==> src/pkg/imu_regs_pkg.sv <==
package imu_regs_pkg;
	localparam logic [7:0] ADDR_IDENT    = 8'h00;
	localparam logic [7:0] ADDR_ERROR    = 8'h02;
	localparam logic [7:0] ADDR_POWER    = 8'h03;
	localparam logic [7:0] ADDR_DATA_LO  = 8'h04;
	localparam logic [7:0] ADDR_DATA_HI  = 8'h17;
	localparam logic [7:0] ADDR_GYRO_LO  = 8'h0C;
	localparam logic [7:0] ADDR_ACCEL_LO = 8'h12;
	localparam int         DATA_BYTES    = 20;
	localparam int         GYRO_BYTE_LO  = 8;
	localparam int         GYRO_BYTE_HI  = 13;
	// Identification value is arbitrary and neutral.
	localparam logic [7:0] IDENT_VALUE   = 8'h5A;
	localparam int         ERR_DROP_BIT  = 6;
	localparam int         ERR_FATAL_BIT = 0;
	localparam logic [3:0] CODE_NONE     = 4'h0;
	localparam logic [7:0] ERROR_RESET   = 8'h00;
	localparam logic [7:0] POWER_RESET   = 8'h00;
	localparam logic [1:0] PM_SUSPEND    = 2'h0;
	localparam logic [1:0] PM_NORMAL     = 2'h1;
	localparam logic [1:0] PM_LOW        = 2'h2;
	localparam logic [1:0] PM_FAST       = 2'h3;

	typedef struct packed {
		logic       rd;
		logic       wr;
		logic [7:0] addr;
		logic [7:0] wdata;
	} host_req_s;

	typedef struct packed {
		logic [1:0] acc;
		logic [1:0] gyr;
		logic [1:0] mag;
	} power_modes_s;

	typedef struct packed {
		logic       dropped_cmd;
		logic       fatal;
		logic       code_valid;
		logic [3:0] code;
	} error_events_s;
endpackage

==> src/hdl/mode_tracker.sv <==
// Holds one sensor's reported mode, moving only when the new mode is effective.
module mode_tracker
	import imu_regs_pkg::*;
(
	input  wire logic       clk,
	input  wire logic       rstn,
	input  wire logic [1:0] requested,
	input  wire logic       effective,
	output logic [1:0]      reported
);
	logic [1:0] mode_q;

	// mode when effective
	// The sensing element signals up before filters settle, so no settle wait here.
	always_ff @(posedge clk) begin
		if (!rstn) begin
			mode_q <= PM_SUSPEND;
		end else if (effective) begin
			mode_q <= requested;
		end
	end

	assign reported = mode_q;
endmodule

==> src/hdl/imu_status_data_registers.sv <==
// Low end of the motion sensor register map: ident, error, power status, data.
module imu_status_data_registers
	import imu_regs_pkg::*;
(
	input  wire logic                      clk,
	input  wire logic                      rstn,
	input  wire imu_regs_pkg::host_req_s   host_req,
	input  wire logic                      access_active,
	output logic [7:0]                     rdata,
	output logic                           rvalid,
	input  wire logic [159:0]              sample_in,
	input  wire logic                      sample_strobe,
	input  wire imu_regs_pkg::error_events_s err_evt,
	input  wire imu_regs_pkg::power_modes_s  mode_req,
	input  wire logic [2:0]                mode_effective,
	input  wire logic                      stab_mode,
	input  wire logic [3:0]                stab_addr,
	output logic [7:0]                     stab_rdata,
	input  wire logic                      drdy_set_acc,
	input  wire logic                      drdy_set_gyr,
	input  wire logic                      drdy_set_mag,
	output logic [2:0]                     drdy_flags,
	output logic                           fifo_blocked
);
	import imu_regs_pkg::*;

	logic [7:0]   data_q [DATA_BYTES];
	logic [159:0] pend_q;
	logic         pend_valid_q;
	logic         fatal_q;
	logic         drop_q;
	logic [3:0]   code_q;
	logic [7:0]   rdata_q;
	logic         rvalid_q;
	logic [7:0]   stab_q;
	logic         acc_q;
	logic         gyr_q;
	logic         mag_q;
	logic [1:0]   pm_acc;
	logic [1:0]   pm_gyr;
	logic [1:0]   pm_mag;
	logic         rd_error;
	logic         rd_data;
	logic         rd_mag;
	logic         rd_gyr;
	logic         rd_acc;
	logic         do_load;
	logic [4:0]   data_idx;
	logic [7:0]   error_view;
	logic [7:0]   power_view;

	// Address decode for read side effects.
	assign rd_error = host_req.rd && host_req.addr == ADDR_ERROR;
	assign rd_data  = host_req.rd && host_req.addr >= ADDR_DATA_LO && host_req.addr <= ADDR_DATA_HI;
	assign rd_mag   = rd_data && host_req.addr < ADDR_GYRO_LO;
	assign rd_gyr   = rd_data && host_req.addr >= ADDR_GYRO_LO && host_req.addr < ADDR_ACCEL_LO;
	assign rd_acc   = rd_data && host_req.addr >= ADDR_ACCEL_LO;
	assign data_idx = 5'(host_req.addr - ADDR_DATA_LO);

	// atomic data update
	// A sample arriving mid access is parked and loaded once the access ends.
	assign do_load = !access_active && (sample_strobe || pend_valid_q);

	always_ff @(posedge clk) begin
		if (!rstn) begin
			pend_q       <= '0;
			pend_valid_q <= 1'b0;
		end else if (sample_strobe && access_active) begin
			pend_q       <= sample_in;
			pend_valid_q <= 1'b1;
		end else if (do_load) begin
			pend_valid_q <= 1'b0;
		end
	end

	genvar gi;
	generate
		for (gi = 0; gi < DATA_BYTES; gi++) begin : g_data
			always_ff @(posedge clk) begin
				if (!rstn) begin
					data_q[gi] <= 8'h00;
				end else if (do_load) begin
					data_q[gi] <= sample_strobe ? sample_in[gi*8 +: 8] : pend_q[gi*8 +: 8];
				end
			end
			a_byte_frozen: assert property (@(posedge clk) disable iff (!rstn)
				access_active ##1 access_active |-> $stable(data_q[gi])) else $error("data byte moved");
		end
	endgenerate

	// fatal sticky
	// Only reset clears the fatal flag; reads leave it alone.
	always_ff @(posedge clk) begin
		if (!rstn) begin
			fatal_q <= 1'b0;
		end else if (err_evt.fatal) begin
			fatal_q <= 1'b1;
		end
	end

	// clear on read
	// A new drop in the read cycle wins over the clear so it is not lost.
	always_ff @(posedge clk) begin
		if (!rstn) begin
			drop_q <= 1'b0;
		end else if (err_evt.dropped_cmd) begin
			drop_q <= 1'b1;
		end else if (rd_error) begin
			drop_q <= 1'b0;
		end
	end

	always_ff @(posedge clk) begin
		if (!rstn) begin
			code_q <= CODE_NONE;
		end else if (err_evt.code_valid && err_evt.code != CODE_NONE && (code_q == CODE_NONE || rd_error)) begin
			code_q <= err_evt.code;
		end else if (rd_error) begin
			code_q <= CODE_NONE;
		end
	end

	assign error_view = {1'b0, drop_q, 1'b0, code_q, fatal_q};

	// modes set by command
	// Gyro mode events arrive on the same request path as commands.
	mode_tracker u_acc (
		.clk       (clk),
		.rstn      (rstn),
		.requested (mode_req.acc),
		.effective (mode_effective[2]),
		.reported  (pm_acc)
	);
	mode_tracker u_gyr (
		.clk       (clk),
		.rstn      (rstn),
		.requested (mode_req.gyr),
		.effective (mode_effective[1]),
		.reported  (pm_gyr)
	);
	mode_tracker u_mag (
		.clk       (clk),
		.rstn      (rstn),
		.requested (mode_req.mag),
		.effective (mode_effective[0]),
		.reported  (pm_mag)
	);

	assign power_view = {2'b00, pm_acc, pm_gyr, pm_mag};

	assign fifo_blocked = pm_acc == PM_LOW || pm_mag == PM_LOW;

	always_ff @(posedge clk) begin
		if (!rstn) begin
			acc_q <= 1'b0;
			gyr_q <= 1'b0;
			mag_q <= 1'b0;
		end else begin
			acc_q <= drdy_set_acc | (acc_q & ~rd_acc);
			gyr_q <= drdy_set_gyr | (gyr_q & ~rd_gyr);
			mag_q <= drdy_set_mag | (mag_q & ~rd_mag);
		end
	end
	assign drdy_flags = {acc_q, gyr_q, mag_q};

	// fixed ident
	// Read mux; writes have no target here so every register ignores them.
	always_ff @(posedge clk) begin
		if (!rstn) begin
			rdata_q  <= 8'h00;
			rvalid_q <= 1'b0;
		end else begin
			rvalid_q <= host_req.rd;
			if (host_req.rd) begin
				if (host_req.addr == ADDR_IDENT) begin
					rdata_q <= IDENT_VALUE;
				end else if (host_req.addr == ADDR_ERROR) begin
					rdata_q <= error_view;
				end else if (host_req.addr == ADDR_POWER) begin
					rdata_q <= power_view;
				end else if (rd_data) begin
					rdata_q <= data_q[data_idx];
				end else begin
					rdata_q <= 8'h00;
				end
			end
		end
	end
	assign rdata  = rdata_q;
	assign rvalid = rvalid_q;

	always_ff @(posedge clk) begin
		if (!rstn) begin
			stab_q <= 8'h00;
		end else if (stab_mode && stab_addr <= 4'(GYRO_BYTE_HI - GYRO_BYTE_LO)) begin
			stab_q <= data_q[5'(GYRO_BYTE_LO) + {1'b0, stab_addr}];
		end else begin
			stab_q <= 8'h00;
		end
	end
	assign stab_rdata = stab_q;

	// Assertions sit here because most of them watch the internal flag registers.
	// Expected values come from the rule, except the error, power, data and stabilization read checks, which reuse the views and data bytes the logic itself reads.

	a_ident_fixed: assert property (@(posedge clk) disable iff (!rstn)
		host_req.rd && host_req.addr == ADDR_IDENT |=> rdata == IDENT_VALUE) else $error("ident wrong");

	a_read_answer: assert property (@(posedge clk) disable iff (!rstn)
		host_req.rd |=> rvalid) else $error("read not answered");

	// writes stay silent
	// A write has no target in this block, so it must never raise an answer.
	a_write_quiet: assert property (@(posedge clk) disable iff (!rstn)
		host_req.wr && !host_req.rd |=> !rvalid) else $error("write answered");

	a_unmapped_zero: assert property (@(posedge clk) disable iff (!rstn)
		host_req.rd && host_req.addr == 8'h01 |=> rdata == 8'h00) else $error("unmapped byte not zero");

	a_error_read: assert property (@(posedge clk) disable iff (!rstn)
		rd_error |=> rdata == $past(error_view)) else $error("error byte wrong");

	a_drop_sets: assert property (@(posedge clk) disable iff (!rstn)
		err_evt.dropped_cmd |=> error_view[ERR_DROP_BIT]) else $error("drop not set");

	// drop beats clear
	// A drop in the very cycle of the read must survive, or the host never sees it.
	a_drop_wins: assert property (@(posedge clk) disable iff (!rstn)
		err_evt.dropped_cmd && rd_error |=> drop_q) else $error("drop lost on read");

	a_drop_clears: assert property (@(posedge clk) disable iff (!rstn)
		rd_error && !err_evt.dropped_cmd |=> !drop_q) else $error("drop not cleared");

	a_code_clears: assert property (@(posedge clk) disable iff (!rstn)
		rd_error && !err_evt.code_valid |=> code_q == CODE_NONE) else $error("code not cleared");

	a_code_taken: assert property (@(posedge clk) disable iff (!rstn)
		err_evt.code_valid && err_evt.code != CODE_NONE && code_q == CODE_NONE |=> code_q == $past(err_evt.code))
		else $error("code not taken");

	a_code_first: assert property (@(posedge clk) disable iff (!rstn)
		code_q != CODE_NONE && !rd_error |=> code_q == $past(code_q)) else $error("code overwritten");

	a_fatal_sets: assert property (@(posedge clk) disable iff (!rstn)
		err_evt.fatal |=> fatal_q) else $error("fatal not set");

	a_fatal_holds: assert property (@(posedge clk) disable iff (!rstn)
		fatal_q |=> fatal_q) else $error("fatal cleared");

	// fatal survives read
	// The read that clears the other flags must still report the fatal bit.
	a_fatal_shown: assert property (@(posedge clk) disable iff (!rstn)
		rd_error && fatal_q |=> rdata[ERR_FATAL_BIT]) else $error("fatal not shown");

	a_reserved_zero: assert property (@(posedge clk) disable iff (!rstn)
		error_view[7] == 1'b0 && error_view[5] == 1'b0 && power_view[7:6] == 2'b00) else $error("reserved set");

	a_power_read: assert property (@(posedge clk) disable iff (!rstn)
		host_req.rd && host_req.addr == ADDR_POWER |=> rdata == $past(power_view)) else $error("power byte wrong");

	a_acc_take: assert property (@(posedge clk) disable iff (!rstn)
		mode_effective[2] |=> pm_acc == $past(mode_req.acc)) else $error("accel mode not taken");

	// gyro mode taken
	// Gyro mode events share the request path, so this covers them too.
	a_gyr_take: assert property (@(posedge clk) disable iff (!rstn)
		mode_effective[1] |=> pm_gyr == $past(mode_req.gyr)) else $error("gyro mode not taken");

	a_mag_take: assert property (@(posedge clk) disable iff (!rstn)
		mode_effective[0] |=> pm_mag == $past(mode_req.mag)) else $error("mag mode not taken");

	a_mode_hold: assert property (@(posedge clk) disable iff (!rstn)
		mode_effective == 3'b000 |=> power_view == $past(power_view)) else $error("mode moved early");

	a_fifo_low: assert property (@(posedge clk) disable iff (!rstn)
		pm_acc == PM_LOW |-> fifo_blocked) else $error("fifo open in low power");

	a_fifo_mag: assert property (@(posedge clk) disable iff (!rstn)
		pm_mag == PM_LOW |-> fifo_blocked) else $error("fifo open in mag low power");

	a_fifo_open: assert property (@(posedge clk) disable iff (!rstn)
		pm_acc != PM_LOW && pm_mag != PM_LOW |-> !fifo_blocked) else $error("fifo blocked needlessly");

	a_data_frozen: assert property (@(posedge clk) disable iff (!rstn)
		access_active ##1 access_active |-> $stable(data_q[0]) && $stable(data_q[19])) else $error("data moved");

	// parked sample loads
	// A parked sample must land as soon as the access ends, or it would go stale.
	a_pend_load: assert property (@(posedge clk) disable iff (!rstn)
		!access_active && pend_valid_q && !sample_strobe |=> data_q[0] == $past(pend_q[7:0]))
		else $error("parked sample not loaded");

	a_data_read: assert property (@(posedge clk) disable iff (!rstn)
		rd_data |=> rdata == $past(data_q[data_idx])) else $error("data byte wrong");

	a_stab_gyro: assert property (@(posedge clk) disable iff (!rstn)
		stab_mode && stab_addr == 4'(GYRO_BYTE_HI - GYRO_BYTE_LO) |=> stab_rdata == $past(data_q[GYRO_BYTE_HI]))
		else $error("stabilization byte wrong");

	a_stab_range: assert property (@(posedge clk) disable iff (!rstn)
		stab_addr > 4'(GYRO_BYTE_HI - GYRO_BYTE_LO) |=> stab_rdata == 8'h00) else $error("stabilization range open");

	a_stab_idle: assert property (@(posedge clk) disable iff (!rstn)
		!stab_mode |=> stab_rdata == 8'h00) else $error("stabilization port not idle");

	a_drdy_own: assert property (@(posedge clk) disable iff (!rstn)
		rd_gyr && acc_q && !drdy_set_gyr |=> acc_q && !gyr_q) else $error("wrong flag cleared");

	a_acc_clear: assert property (@(posedge clk) disable iff (!rstn)
		rd_acc && !drdy_set_acc |=> !acc_q) else $error("accel flag kept");

	a_mag_clear: assert property (@(posedge clk) disable iff (!rstn)
		rd_mag && !drdy_set_mag |=> !mag_q) else $error("mag flag kept");

	a_gyr_clear: assert property (@(posedge clk) disable iff (!rstn)
		rd_gyr && !drdy_set_gyr |=> !gyr_q) else $error("gyro flag kept");
endmodule

==> config.mk <==
export PLATFORM = sky130hd
export DESIGN_NAME = imu_status_data_registers
export DESIGN_NICKNAME = d
export VERILOG_FILES = /design/src/pkg/imu_regs_pkg.sv /design/src/hdl/mode_tracker.sv /design/src/hdl/imu_status_data_registers.sv
export SDC_FILE = /design/constraint.sdc
export NUM_CORES = 1
export LEC_CHECK = 0
export ABC_AREA = 0
export BUFFER_PORTS_ARGS = -buffer_cell sky130_fd_sc_hd__buf_4
export CAP_MARGIN = 40
export CORE_MARGIN = 1
export CORE_UTILIZATION = 46
export DETAILED_ROUTE_END_ITERATION = 10
export PLACE_DENSITY = 0.71
export SYNTH_ARGS = -nofsm -noshare
export SYNTH_HDL_FRONTEND = slang
export SYNTH_HIERARCHICAL = 1
export SYNTH_SLANG_ARGS = --single-unit
==> constraint.sdc <==
create_clock -name clk -period 18.32 [get_ports clk]
set_input_delay 0.916 -clock clk [delete_from_list [all_inputs] [get_ports clk]]
set_output_delay 0.916 -clock clk [all_outputs]
set_load 0.02 [all_outputs]
==> impl_metrics.toml <==
[run_status]
status = "finished with violations"
violations = "DRC"

[route]
dr.first_iter.drc_count = 904
vias = 11600
wl_per_cell_um = 19.5
via_per_inst = 5.42
dr.pass1.iters = 8
drt_wl_total_um = 41500
drc = 2
drtAntennaViolNets = 0

[power_and_ir_drop]
clock_power_share = 0.412
switching_share = 0.237
p_per_area_nw_per_um2 = 96.4
ir_drop_v = 0.0000691
total_power_mw = 1.87
p_seq_frac = 0.478
p_sw_mw = 0.442
power.leakage_nw = 7.75
combPwrFrac = 0.111
intPower_mw = 1.42

[setup_path]
path_cells = "buf_4, inv_1, ha_1, mux4_2, mux2i_1, mux4_2, or2_2, a31oi_1"
worst_setup_path_end_kind = "register"
start_kind = "input pin"
cp_top_family = "multiplexers"
cp_data_required_time_ns = 18.76
cp_slowest_cell = "ha_1"
path_buf_inv = 2
slowest_delay_ns = 0.89
crit_type = "input pin to register"
startpoint = "host_req[10]"
arrival_ns = 3.78
worstPathMaxFanout = 33
r2r_start = "pend_valid_q"
crit_top_cell = "mux4_2"

[clocking]
clock_sinks = 353
clk_pin_slew_worst_paths_ns = 0.06
cts_root_buffer = "clkbuf_16"
tritoncts = "built"
insertion_delay_ns = 0.52
clk_path_buf_depth = 3
post_cts_buffers = 0
cts_resized = 0
cts_hold_buf = 0
cts_made_buffers = 38
cts_max_level = 2

[grt]
met2_usage = 0.368
grt_max_degree = 161
met1_usage = 0.320
grtUsageMet3 = 0.0439
antenna_found_initial = 2
grtUsageTotal = 0.231
grt_most_used_layer = "met2"
grt_pass1_wl_um = 63700
grt_pass1_vias = 11200
grt_overflow = 0

[floorplan]
start_util = 0.467
rows = 68
die_area_um2 = 35800
fp.coreArea_um2 = 34500
ios = 227
dieHeight_um = 189
die_w_um = 189

[yosys]
syn_area_um2 = 16100
synth_area_leader_cell = "edfxtp_1"
seq_area_frac_synth = 0.538
synth-edff-count = 160
synth_nets = 1697
synth_area_leaders = "edfxtp_1 30%, dfxtp_1 24%, mux2i_1 11%"
ys_async_sr_fraction = 0
syn_inst = 1487
avgSynthCellArea_um2 = 10.8
yosysUniqueCellTypes = 55
ys_ff_latch = 353
ys.flop_type = "dfxtp_1"
ys.warnings.count = 6
post-synth-top-area-fraction = 0.298

[timing]
finalSetupViolations = 0
finalCriticalPeriod_ns = 3.34
hold_viol_final = 0
rsz0062_at_grt = "false"
period_share = 0.183
relSlewSlack = 0.329
tns_ns = 0
tightest_slew_ns = 1.01
fin_skew_ns = 0.0133
drv_slew = 0
max_freq_mhz = 299

[cells_and_area]
final_cell_mix = "336 x nand2_1, 223 x buf_4, 193 x dfxtp_1, 178 x mux2i_1, 176 x nor2_1"
stdcell_area_um2 = 19400
fin_cells = 2134
area_growth_syn_to_layout_pct = 20.2
final_common_cell = "nand2_1"
nets = 1858
drive_above_1_share = 0.209

[hold_path]
holdCritStartpoint = "pend_q[107]"
hp-class = "register to register"

[place]
dpl_cell_area_um2 = 18100
io_buffers = 217
dpl.hpwl_um = 27800
gp_congestion = 0.856
dp_cells = 2062

[flow_run]
max_cap_viol_count = 0
worst reg2reg max path, cell delays in order, from the launching register on:
cell      delay, ns
dfxtp_1        0.32
o21ai_0        0.22
nand2b_4       0.72
buf_4          0.32
buf_16         0.29
nor2_1         0.26
sequential cells by signal, summed over array words and instances (netlist names), 2 cells and up:
signal          flops
data_q            160
pend_q            160
rdata               8
stab_rdata          8
code_q              4
u_acc/reported      2
u_gyr/reported      2
u_mag/reported      2
routing by layer:
metal  vias up  wire length, um
li1       5521                -
met1      5554            18000
met4         0             1120
met3        70             3140
met5         -                0
met2       426            19200
layout make-up:
type	count	area (um2)
Multi-Input combinational cell	1014	6960
Inverter	9	33.8
Fill cell	2871	15100
Clock inverter	19	179
Tap cell	455	569
Sequential cell	353	8670
Antenna cell	2	5.00
Clock buffer	50	1080
Timing Repair Buffer	232	1880
per-stage QoR:
stage / hold slack [ns] / utilization / worst slack (ns)
floorplan: 0.441 / - / 4.27
global placement: 0.450 / 0.520 / 14.25
detailed placement: 0.456 / 0.525 / 14.45
CTS: 0.464 / 0.562 / 14.97
global route: 0.479 / 0.562 / 14.84
finish: 0.461 / 0.562 / 14.98
power groups by stage:
stage | Sequential, mW | Combinational (mW) | Clock [mW]
2_1_floorplan | 0.907 | 0.124 | 0
3_3_place_gp | 0.905 | 0.201 | 0
3_5_place_dp | 0.907 | 0.208 | 0
4_1_cts | 0.891 | 0.208 | 0.779
5_1_grt | 0.895 | 0.224 | 0.811
6_report | 0.892 | 0.207 | 0.768
kinds of logic after synthesis:
logic type / Yosys count / share of synthesized area
AOI/OAI and AO/OA: 218 / 0.101
xor gates and xnor gates: 2 / 0.00109
adders and majority gates: 4 / 0.00311
buffers and inverters: 120 / 0.0318
DFF: 353 / 0.538
muxes: 237 / 0.190
and+or+nand+nor: 553 / 0.135
worst paths after layout:
check	slack (ns)	to	cells after the start
worst min-delay path	0.46	pend_q[107]	2
worst max-delay path	14.98	rdata[3]	8
worst max register to register	15.90	data_q[3][3]	5
worst min register to register	0.46	pend_q[107]	2
Yosys cell counts, drive strengths merged (2+ instances only):
cell type / number
mux2i: 178
clkinv: 2
and3: 3
nor2b: 12
nor3: 5
a22o: 4
a31oi: 4
a211oi: 2
a21oi: 9
a22oi: 8
clkbuf: 93
mux2: 8
and2: 2
nand2b: 3
nand3: 5
nand2: 337
o31ai: 2
dfxtp: 193
or2: 2
o22ai: 2
ha: 4
nor2: 176
nor4: 3
mux4: 51
inv: 7
o221a: 2
edfxtp: 160
o21ai: 7
o21a: 6
a21boi: 160
o221ai: 3
buf: 18
Power figures use the tool's default switching activity.
